[src/shared/tsi_pkg.sv]
package tsi_pkg;

  // register indices; the bus byte address is four times the index
  localparam logic [7:0] EDGE_IDX = 8'hBF;
  localparam logic [7:0] FLAG_IDX = 8'hC8;
  localparam logic [7:0] EN_IDX = 8'hC9;
  localparam logic [7:0] STACK_POINTER_GLOBAL_ENABLE_IDX = 8'hDF;
  localparam logic [7:0] EVT_IDX = 8'hE0;
  localparam logic [7:0] MASK_IDX = 8'hE1;

  // source bit positions, shared by flag and enable registers
  localparam int EXT_BIT = 0;
  localparam int TA_BIT = 4;
  localparam int TB_BIT = 5;
  localparam logic [7:0] SRC_MASK = 8'h31;

  // stack pointer register layout
  localparam int GIE_BIT = 7;
  localparam logic [7:0] STACK_POINTER_GLOBAL_ENABLE_RESET = 8'h07;
  localparam logic [7:0] STACK_POINTER_GLOBAL_ENABLE_MASK = 8'h87;

  // edge select register layout and codes
  localparam int EDGE_LSB = 3;
  localparam logic [7:0] EDGE_RESET = 8'h10;
  localparam logic [7:0] EDGE_MASK = 8'h18;
  localparam logic [1:0] EDGE_RISE = 2'h1;
  localparam logic [1:0] EDGE_FALL = 2'h2;
  localparam logic [1:0] EDGE_BOTH = 2'h3;

  // event status bits (sticky, write one to clear)
  localparam int EVT_TAKE = 0;
  localparam int EVT_WAKE = 1;
  localparam int EVT_RET = 2;
  localparam logic [7:0] EVT_MASK = 8'h07;

  // program counter
  localparam int PC_W = 10;
  localparam logic [9:0] VECTOR_PC = 10'h008;

  // bus
  localparam int ADDR_W = 12;
  localparam logic [1:0] RESP_OKAY = 2'h0;
  localparam logic [1:0] RESP_DECERR = 2'h3;

  typedef struct packed {
    logic boundary;
    logic [9:0] next_pc;
    logic return_from_irq;
  } tsi_core_in_type;

  typedef struct packed {
    logic take;
    logic [9:0] vec_pc;
    logic [9:0] ret_pc;
  } tsi_core_out_type;

  typedef enum logic [1:0] {
    BUS_IDLE = 2'h0,
    BUS_ACC = 2'h1,
    BUS_RESP = 2'h2
  } tsi_bus_state_type;

endpackage

[src/design/tsi_edge_det.sv]
// synchronises the external pin and flags the selected edge
module tsi_edge_det (
  input wire logic aclk,
  input wire logic aresetn,
  input wire logic pin,
  input wire logic [1:0] sel,
  output logic evt
);

  logic sync1_q, sync1_d;
  logic sync2_q, sync2_d;
  logic prev_q, prev_d;
  logic rise, fall;

  // first stage feeds only the second; edge logic sees stages two and three
  always_comb begin
    sync1_d = pin;
    sync2_d = sync1_q;
    prev_d = sync2_q;
    rise = sync2_q & ~prev_q;
    fall = ~sync2_q & prev_q;
    case (sel)
      tsi_pkg::EDGE_RISE: evt = rise;
      tsi_pkg::EDGE_FALL: evt = fall;
      tsi_pkg::EDGE_BOTH: evt = rise | fall;
      default: evt = 1'b0; // reserved code never triggers
    endcase
  end

  always_ff @(posedge aclk) begin
    if (!aresetn) begin
      sync1_q <= 1'b0;
      sync2_q <= 1'b0;
      prev_q <= 1'b0;
    end else begin
      sync1_q <= sync1_d;
      sync2_q <= sync2_d;
      prev_q <= prev_d;
    end
  end

endmodule

[src/design/tsi_unit.sv]
////////////////////////////////////////////////////////////////////////////
// How it works
// - three sources only: timer a overflow, timer b overflow, pin edge
// - taking an interrupt clears the global enable
// - leaving service sets the global enable again
// - return-from-interrupt ends service, restores enable, pops stack
// - taking an interrupt pushes one stack level and jumps to 8
// - vector only with global enable, source enable and flag all set
// - enable register: pin bit 0, timer a bit 4, timer b bit 5
// - flag register: pin bit 0, timer a bit 4, timer b bit 5
// - a selected pin edge sets the pin flag regardless of enable
// - timer a overflow sets its flag regardless of enable
// - disabled sources still flag but never cause a vector
// - timer b overflow sets its flag regardless of enable
// - global enable is stack register bit 7; level bits reset to 111
// - edge field bits 4:3: 01 rise, 10 fall, 11 both, reset 10
// - a pin event wakes the chip from power-down
module tsi_unit (
  input wire logic aclk,
  input wire logic aresetn,
  input wire logic awvalid,
  output logic awready,
  input wire logic [11:0] awaddr,
  input wire logic [2:0] awprot,
  input wire logic wvalid,
  output logic wready,
  input wire logic [31:0] wdata,
  input wire logic [3:0] wstrb,
  output logic bvalid,
  input wire logic bready,
  output logic [1:0] bresp,
  input wire logic arvalid,
  output logic arready,
  input wire logic [11:0] araddr,
  input wire logic [2:0] arprot,
  output logic rvalid,
  input wire logic rready,
  output logic [31:0] rdata,
  output logic [1:0] rresp,
  input wire logic timer_a_ovf,
  input wire logic timer_b_ovf,
  input wire logic ext_irq_pin,
  input wire logic power_down,
  input wire tsi_pkg::tsi_core_in_type core_in,
  output tsi_pkg::tsi_core_out_type core_out,
  output logic wake_req,
  output logic irq
);

  ////////////////////////////////////////////////////////////////////////////
  // declarations
  tsi_pkg::tsi_bus_state_type wst_q, wst_d, rst_q, rst_d;
  logic awready_q, awready_d, wready_q, wready_d;
  logic bvalid_q, bvalid_d, arready_q, arready_d;
  logic rvalid_q, rvalid_d;
  logic [1:0] bresp_q, bresp_d, rresp_q, rresp_d;
  logic [31:0] rdata_q, rdata_d;
  logic [7:0] edge_q, edge_d, flag_q, flag_d, en_q, en_d;
  logic [7:0] stack_pointer_global_enable_q, stack_pointer_global_enable_d, evt_q, evt_d, mask_q, mask_d;
  tsi_pkg::tsi_core_out_type core_q, core_d;
  logic wake_q, wake_d, irq_q, irq_d;
  logic ext_evt, do_write, wr_hit, take;
  logic [7:0] wr_idx, wbyte, src_set, rd_val;
  logic [7:0] rd_idx;
  logic rd_hit;
  logic [2:0] stk_lvl;

  ////////////////////////////////////////////////////////////////////////////
  // external pin edge detection
  tsi_edge_det u_edge (
    .aclk(aclk),
    .aresetn(aresetn),
    .pin(ext_irq_pin),
    .sel(edge_q[tsi_pkg::EDGE_LSB +: 2]),
    .evt(ext_evt)
  );

  ////////////////////////////////////////////////////////////////////////////
  // write channel: address and data are taken together, then answered
  always_comb begin
    wst_d = wst_q;
    awready_d = 1'b0;
    wready_d = 1'b0;
    bvalid_d = bvalid_q;
    bresp_d = bresp_q;
    do_write = 1'b0;
    wr_idx = awaddr[9:2];
    wr_hit = 1'b0;
    if (awaddr[11:10] == 2'h0) begin
      case (wr_idx)
        tsi_pkg::EDGE_IDX, tsi_pkg::FLAG_IDX, tsi_pkg::EN_IDX,
        tsi_pkg::STACK_POINTER_GLOBAL_ENABLE_IDX, tsi_pkg::EVT_IDX, tsi_pkg::MASK_IDX:
          wr_hit = 1'b1;
        default: wr_hit = 1'b0;
      endcase
    end
    case (wst_q)
      tsi_pkg::BUS_IDLE: begin
        if (awvalid && wvalid) begin
          awready_d = 1'b1;
          wready_d = 1'b1;
          wst_d = tsi_pkg::BUS_ACC;
        end
      end
      tsi_pkg::BUS_ACC: begin
        do_write = wr_hit && wstrb[0]; // only the low lane holds data
        bvalid_d = 1'b1;
        bresp_d = wr_hit ? tsi_pkg::RESP_OKAY : tsi_pkg::RESP_DECERR;
        wst_d = tsi_pkg::BUS_RESP;
      end
      tsi_pkg::BUS_RESP: begin
        if (bready) begin
          bvalid_d = 1'b0;
          wst_d = tsi_pkg::BUS_IDLE;
        end
      end
      default: wst_d = tsi_pkg::BUS_IDLE;
    endcase
  end

  ////////////////////////////////////////////////////////////////////////////
  // read channel and read data mux
  always_comb begin
    rst_d = rst_q;
    arready_d = 1'b0;
    rvalid_d = rvalid_q;
    rdata_d = rdata_q;
    rresp_d = rresp_q;
    rd_idx = araddr[9:2];
    rd_hit = araddr[11:10] == 2'h0;
    case (rd_idx)
      tsi_pkg::EDGE_IDX: rd_val = edge_q;
      tsi_pkg::FLAG_IDX: rd_val = flag_q;
      tsi_pkg::EN_IDX: rd_val = en_q;
      tsi_pkg::STACK_POINTER_GLOBAL_ENABLE_IDX: rd_val = stack_pointer_global_enable_q;
      tsi_pkg::EVT_IDX: rd_val = evt_q;
      tsi_pkg::MASK_IDX: rd_val = mask_q;
      default: begin
        rd_val = 8'h00;
        rd_hit = 1'b0;
      end
    endcase
    case (rst_q)
      tsi_pkg::BUS_IDLE: begin
        if (arvalid) begin
          arready_d = 1'b1;
          rst_d = tsi_pkg::BUS_ACC;
        end
      end
      tsi_pkg::BUS_ACC: begin
        rvalid_d = 1'b1;
        rdata_d = {24'h000000, rd_val};
        rresp_d = rd_hit ? tsi_pkg::RESP_OKAY : tsi_pkg::RESP_DECERR;
        rst_d = tsi_pkg::BUS_RESP;
      end
      tsi_pkg::BUS_RESP: begin
        if (rready) begin
          rvalid_d = 1'b0;
          rst_d = tsi_pkg::BUS_IDLE;
        end
      end
      default: rst_d = tsi_pkg::BUS_IDLE;
    endcase
  end

  ////////////////////////////////////////////////////////////////////////////
  // registers, flags, global enable and vectoring
  always_comb begin
    wbyte = wdata[7:0];
    src_set = 8'h00;
    src_set[tsi_pkg::EXT_BIT] = ext_evt;
    src_set[tsi_pkg::TA_BIT] = timer_a_ovf;
    src_set[tsi_pkg::TB_BIT] = timer_b_ovf;
    // pending only when globally and locally enabled
    take = core_in.boundary && stack_pointer_global_enable_q[tsi_pkg::GIE_BIT] &&
      (|(flag_q & en_q & tsi_pkg::SRC_MASK));
    edge_d = edge_q;
    en_d = en_q;
    flag_d = flag_q;
    stack_pointer_global_enable_d = stack_pointer_global_enable_q;
    mask_d = mask_q;
    evt_d = evt_q;
    if (do_write) begin
      case (wr_idx)
        tsi_pkg::EDGE_IDX: edge_d = wbyte & tsi_pkg::EDGE_MASK;
        tsi_pkg::EN_IDX: en_d = wbyte & tsi_pkg::SRC_MASK;
        tsi_pkg::FLAG_IDX: flag_d = wbyte & tsi_pkg::SRC_MASK;
        tsi_pkg::STACK_POINTER_GLOBAL_ENABLE_IDX: stack_pointer_global_enable_d = wbyte & tsi_pkg::STACK_POINTER_GLOBAL_ENABLE_MASK;
        tsi_pkg::MASK_IDX: mask_d = wbyte & tsi_pkg::EVT_MASK;
        tsi_pkg::EVT_IDX: evt_d = evt_q & ~wbyte;
        default: ;
      endcase
    end
    // a source event beats a software clear in the same cycle; flags are
    // never cleared by vectoring or return, software owns that
    flag_d = flag_d | src_set;
    stk_lvl = stack_pointer_global_enable_q[2:0];
    if (take) begin
      stack_pointer_global_enable_d[tsi_pkg::GIE_BIT] = 1'b0;
      stack_pointer_global_enable_d[2:0] = stk_lvl - 3'h1;
    end else if (core_in.return_from_irq) begin
      stack_pointer_global_enable_d[tsi_pkg::GIE_BIT] = 1'b1;
      stack_pointer_global_enable_d[2:0] = stk_lvl + 3'h1;
    end
    core_d.take = take;
    core_d.vec_pc = take ? tsi_pkg::VECTOR_PC : core_q.vec_pc;
    core_d.ret_pc = take ? core_in.next_pc : core_q.ret_pc;
    wake_d = ext_evt && power_down;
    evt_d[tsi_pkg::EVT_TAKE] = evt_d[tsi_pkg::EVT_TAKE] | take;
    evt_d[tsi_pkg::EVT_WAKE] = evt_d[tsi_pkg::EVT_WAKE] | wake_d;
    evt_d[tsi_pkg::EVT_RET] = evt_d[tsi_pkg::EVT_RET] |
      (core_in.return_from_irq && !take);
    // level interrupt follows the status it will hold next cycle
    irq_d = |(evt_d & mask_d);
  end

  ////////////////////////////////////////////////////////////////////////////
  // state registers
  always_ff @(posedge aclk) begin
    if (!aresetn) begin
      wst_q <= tsi_pkg::BUS_IDLE;
      rst_q <= tsi_pkg::BUS_IDLE;
      awready_q <= 1'b0;
      wready_q <= 1'b0;
      bvalid_q <= 1'b0;
      bresp_q <= tsi_pkg::RESP_OKAY;
      arready_q <= 1'b0;
      rvalid_q <= 1'b0;
      rdata_q <= 32'h00000000;
      rresp_q <= tsi_pkg::RESP_OKAY;
      edge_q <= tsi_pkg::EDGE_RESET;
      flag_q <= 8'h00;
      en_q <= 8'h00;
      stack_pointer_global_enable_q <= tsi_pkg::STACK_POINTER_GLOBAL_ENABLE_RESET;
      evt_q <= 8'h00;
      mask_q <= 8'h00;
      core_q <= '0;
      wake_q <= 1'b0;
      irq_q <= 1'b0;
    end else begin
      wst_q <= wst_d;
      rst_q <= rst_d;
      awready_q <= awready_d;
      wready_q <= wready_d;
      bvalid_q <= bvalid_d;
      bresp_q <= bresp_d;
      arready_q <= arready_d;
      rvalid_q <= rvalid_d;
      rdata_q <= rdata_d;
      rresp_q <= rresp_d;
      edge_q <= edge_d;
      flag_q <= flag_d;
      en_q <= en_d;
      stack_pointer_global_enable_q <= stack_pointer_global_enable_d;
      evt_q <= evt_d;
      mask_q <= mask_d;
      core_q <= core_d;
      wake_q <= wake_d;
      irq_q <= irq_d;
    end
  end

  assign awready = awready_q;
  assign wready = wready_q;
  assign bvalid = bvalid_q;
  assign bresp = bresp_q;
  assign arready = arready_q;
  assign rvalid = rvalid_q;
  assign rdata = rdata_q;
  assign rresp = rresp_q;
  assign core_out = core_q;
  assign wake_req = wake_q;
  assign irq = irq_q;
endmodule

[config.mk]
export PLATFORM = sky130hd
export DESIGN_NAME = tsi_unit
export DESIGN_NICKNAME = d
export VERILOG_FILES = /design/src/shared/tsi_pkg.sv /design/src/design/tsi_edge_det.sv /design/src/design/tsi_unit.sv
export SDC_FILE = /design/constraint.sdc
export NUM_CORES = 1
export LEC_CHECK = 0
export BUFFER_PORTS_ARGS = -buffer_cell sky130_fd_sc_hd__buf_4
export CORE_ASPECT_RATIO = 0.5
export CORE_MARGIN = 4
export CORE_UTILIZATION = 47
export CTS_BUF_LIST = sky130_fd_sc_hd__clkbuf_4
export CTS_CLUSTER_SIZE = 16
export DETAILED_ROUTE_END_ITERATION = 8
export HOLD_SLACK_MARGIN = 0.02
export PLACE_DENSITY = 0.82
export REMOVE_ABC_BUFFERS = 1
export SLEW_MARGIN = 20
export SYNTH_ARGS = -nofsm -noshare
export SYNTH_HDL_FRONTEND = slang
export SYNTH_SLANG_ARGS = --single-unit
export TNS_END_PERCENT = 10
[constraint.sdc]
create_clock -name aclk -period 2.65 [get_ports aclk]
set_input_delay 0 -clock aclk [delete_from_list [all_inputs] [get_ports aclk]]
set_output_delay 0 -clock aclk [all_outputs]
set_load 0.02 [all_outputs]
==> flow_summary.yaml <==
final_layout:
  fillers: 476
  syn2layout_area_growth_pct: 39.0
  final_cells: 574
  layout-drive-gt1-share_pct: 24.5
  nets: 574
  fin_util_pct: 68.7
  regArea_mm2: 0.00126
  multi_input_area_mm2: 0.00155
  n_antenna_cell: 0
synth:
  ys_types: 52
  synth_most_common_cell: "dfxtp_1"
  synthAdderAreaFrac_pct: 1.65
  synthArstFlopShare_pct: 0
  synth_edf_count: 0
  synthCells: 350
  ys_seq_area_share_pct: 41.5
  ys_ff_latch: 63
  yosys.area_share.simple_pct: 21.3
  synth_area_leaders: "dfxtp_1, buf_4, mux2i_1, nor2_1, a21oi_1"
  yosysTopAreaCellShare_pct: 41.5
  synthTopCellsByCount: "dfxtp_1, nor2_1, buf_4, nand2_1, a21oi_1"
  avgSynthCellArea_um2: 8.69
  synth_xor_area_share_pct: 0.576
  synth_mux_area_share_pct: 7.86
  syn_area_mm2: 0.00304
  synth_top_cell_by_area: "dfxtp_1"
  ys_warn_count: 0
  synth_top_family_by_area: "simple AND/OR/NAND/NOR gates"
  synth-main-ff-cell: "dfxtp_1"
  synth_compound_area_share_pct: 15.0
drt:
  firstDrtPassIters: 7
  wirelength_um: 8120
  drc_errors: 0
  antenna_left: 0
  routedWlPerCell_um: 14.2
  vias_per_cell: 5.02
  vias: 2879
  drt_iter0_markers: 218
worst_setup_path:
  crit_path_max_incr_delay_ps: 580
  path_class: "reg2reg"
  r2r_cells: 6
  cp-start-kind: "register"
  r2r-end: "edge_q[3]"
  worstSetupEndpointType: "register"
  crit_buf_inv: 1
  arrival_ps: 2830
  path_cells: "or4b_4 -> or2_4 -> nor4b_4 -> mux2i_1 -> dlygate4sd3_1 -> nor2_1"
  timing.critical_path.slowest_stage_cell: "or4b_4"
  critPathTopFamily: "simple AND/OR/NAND/NOR gates"
  reg2reg_slack_ps: 140
  cp.required_ps: 2970
  crit_path_max_fanout: 7
  rr_startpoint: "wst_q[1]"
die:
  die_h_um: 64.9
  io-pin-count: 153
  die_w_um: 122
  coreArea_mm2: 0.00616
  die_area_mm2: 0.00790
  rows: 20
  start_util_pct: 49.4
grt:
  track_usage_pct: 21.0
  grt_antenna_before_repair: 0
  grt_pass1_vias: 2744
  grt_first_pass_wirelength_um: 13200
  grt_max_degree: 20
  grt_overflow: 0
place:
  place_inst: 515
  preCtsSetupSlack_ps: 427
  port_buffers: 82
  dpl.hpwl_um: 5460
  gp_congestion: 0.848
timing:
  fin_skew_ps: 16.5
  tightest_slew_ps: 778
  worst_slack_ps: 142
  finalSetupTns_ps: 0
  relSlewSlack_pct: 47.9
  rsz0062_at_grt: "false"
  timing.final.hold_violations: 0
  setup_violations: 0
  finalMaxSlewViolations: 0
  fin_crit_ps: 2510
  post-route-period-util_pct: 94.6
  fmax_mhz: 399
power_and_ir_drop:
  ir_worst_vdd_uv: 235
  p_int_uw: 1390
  switching_power_uw: 544
  p_seq_share_pct: 51.1
  combPwrFrac_pct: 14.3
  power_density_mw_per_mm2: 456
  p_clk_share_pct: 34.7
  p_leak_uw: 0.00188
  swShare_pct: 28.2
hold_path:
  hold_class: "in2reg"
  whs_endpoint: "edge_q[4]"
  worstHoldStart: "awaddr[7]"
  whs_path_depth: 4
clocking:
  cts_buffer_depth: 2
  cts_sinks: 63
  cts_setup_buffers: 0
  tritoncts: "built"
  clk_pin_slew_ps: 110
  cts-buffers-inserted: 9
  clk_latency_ps: 430
  cts_root_buffer: "clkbuf_4"
  h-tree-depth: 3
run_status:
  status: "complete, no violations"
job:
  drv_cap: 0
==> cells by family after synthesis <==
group	Yosys count
AND/OR/NAND/NOR	128
other	1
adder cells (fa/ha/maj)	4
buffers and inverters	61
flip-flops	63
XOR/XNOR	2
multiplexers	23
AO/OA/AOI/OAI	68
==> layout make-up <==
class / instances / share of cell area (%)
Multi-Input combinational cell: 258 / 36.6
Sequential cell: 63 / 29.8
Timing Repair Buffer: 133 / 26.2
Tap cell: 88 / 2.61
Clock inverter: 7 / 1.72
Clock buffer: 9 / 1.60
Inverter: 16 / 1.42
==> timing repair <==
action                     CTS  global route
gates resized for setup      0             1
hold buffers                43             0
hold endpoints to repair    51             0
setup endpoints to repair    0             1
==> worst reg2reg max path, cell delays in order, from the launching register on <==
cell and delay [ps]:
dfxtp_1 370, or4b_4 580, or2_4 300, nor4b_4 340, mux2i_1 220, dlygate4sd3_1 560
nor2_1 40
==> stage by stage <==
stage          hold slack, ps  area (um^2)  total power (uW)
6_report                 57.9         4230              1930
5_1_grt                  62.3         4230              2010
4_1_cts                  47.6         4220              1930
3_5_place_dp              192         3650              1230
3_3_place_gp              187         3640              1230
2_1_floorplan            61.9         2860              1120
==> state kept, by name, indices dropped and copies added, names as in the netlist, 3 cells and up <==
signal                         count
mask_q                             8
en_q                               3
stack_pointer_global_enable_q      4
core_out                          12
evt_q                              8
flag_q                             3
rdata                              8
==> metal layers <==
layer,track usage (%),vias up,wire length [um]
met2,34.8,149,3770
met3,6.10,13,752
met5,0,-,0
met1,26.4,1297,3490
met4,6.70,0,110
li1,-,1420,-
==> cells in the final DEF (no fill, tap or decap), types with 3 or more instances in the layout <==
cell type	netlist	final
buf_4	36	90
dfxtp_1	63	63
dlygate4sd3_1	0	43
nor2_1	37	37
nand2_1	34	34
conb_1	1	33
a21oi_1	27	27
mux2i_1	19	19
inv_1	15	15
nor3_1	13	13
clkbuf_4	0	9
and3_1	8	8
a222oi_1	8	8
nor2b_1	8	8
o21ai_0	6	6
a2bb2oi_1	6	6
nand3_1	5	5
and2_1	4	4
ha_1	4	4
clkinvlp_4	0	4
nor3b_1	3	3
nand2b_1	3	3
mux2_2	3	3
==> how the worst max path moves through the flow <==
| stage | from | end | slack (ps) | depth (start not counted) |
|---|---|---|---|---|
| 6_report | wst_q[1] | edge_q[3] | 140 | 6 |
| 5_1_grt | wst_q[1] | edge_q[3] | 50 | 6 |
| 4_1_cts | wst_q[1] | edge_q[3] | 70 | 6 |
| 3_5_place_dp | wst_q[1] | irq | 430 | 6 |
| 3_3_place_gp | wst_q[1] | irq | 430 | 6 |
| 2_1_floorplan | wst_q[1] | stack_pointer_global_enable_q[1] | 470 | 6 |
==> power by group through the flow <==
| stage | Sequential, uW | Clock [uW] | Combinational (uW) |
|---|---|---|---|
| floorplan | 1010 | 0 | 110 |
| global placement | 1010 | 0 | 222 |
| detailed placement | 1010 | 0 | 227 |
| CTS | 984 | 681 | 270 |
| global route | 989 | 721 | 301 |
| finish | 985 | 669 | 275 |
(Power assumes the default switching activity.)
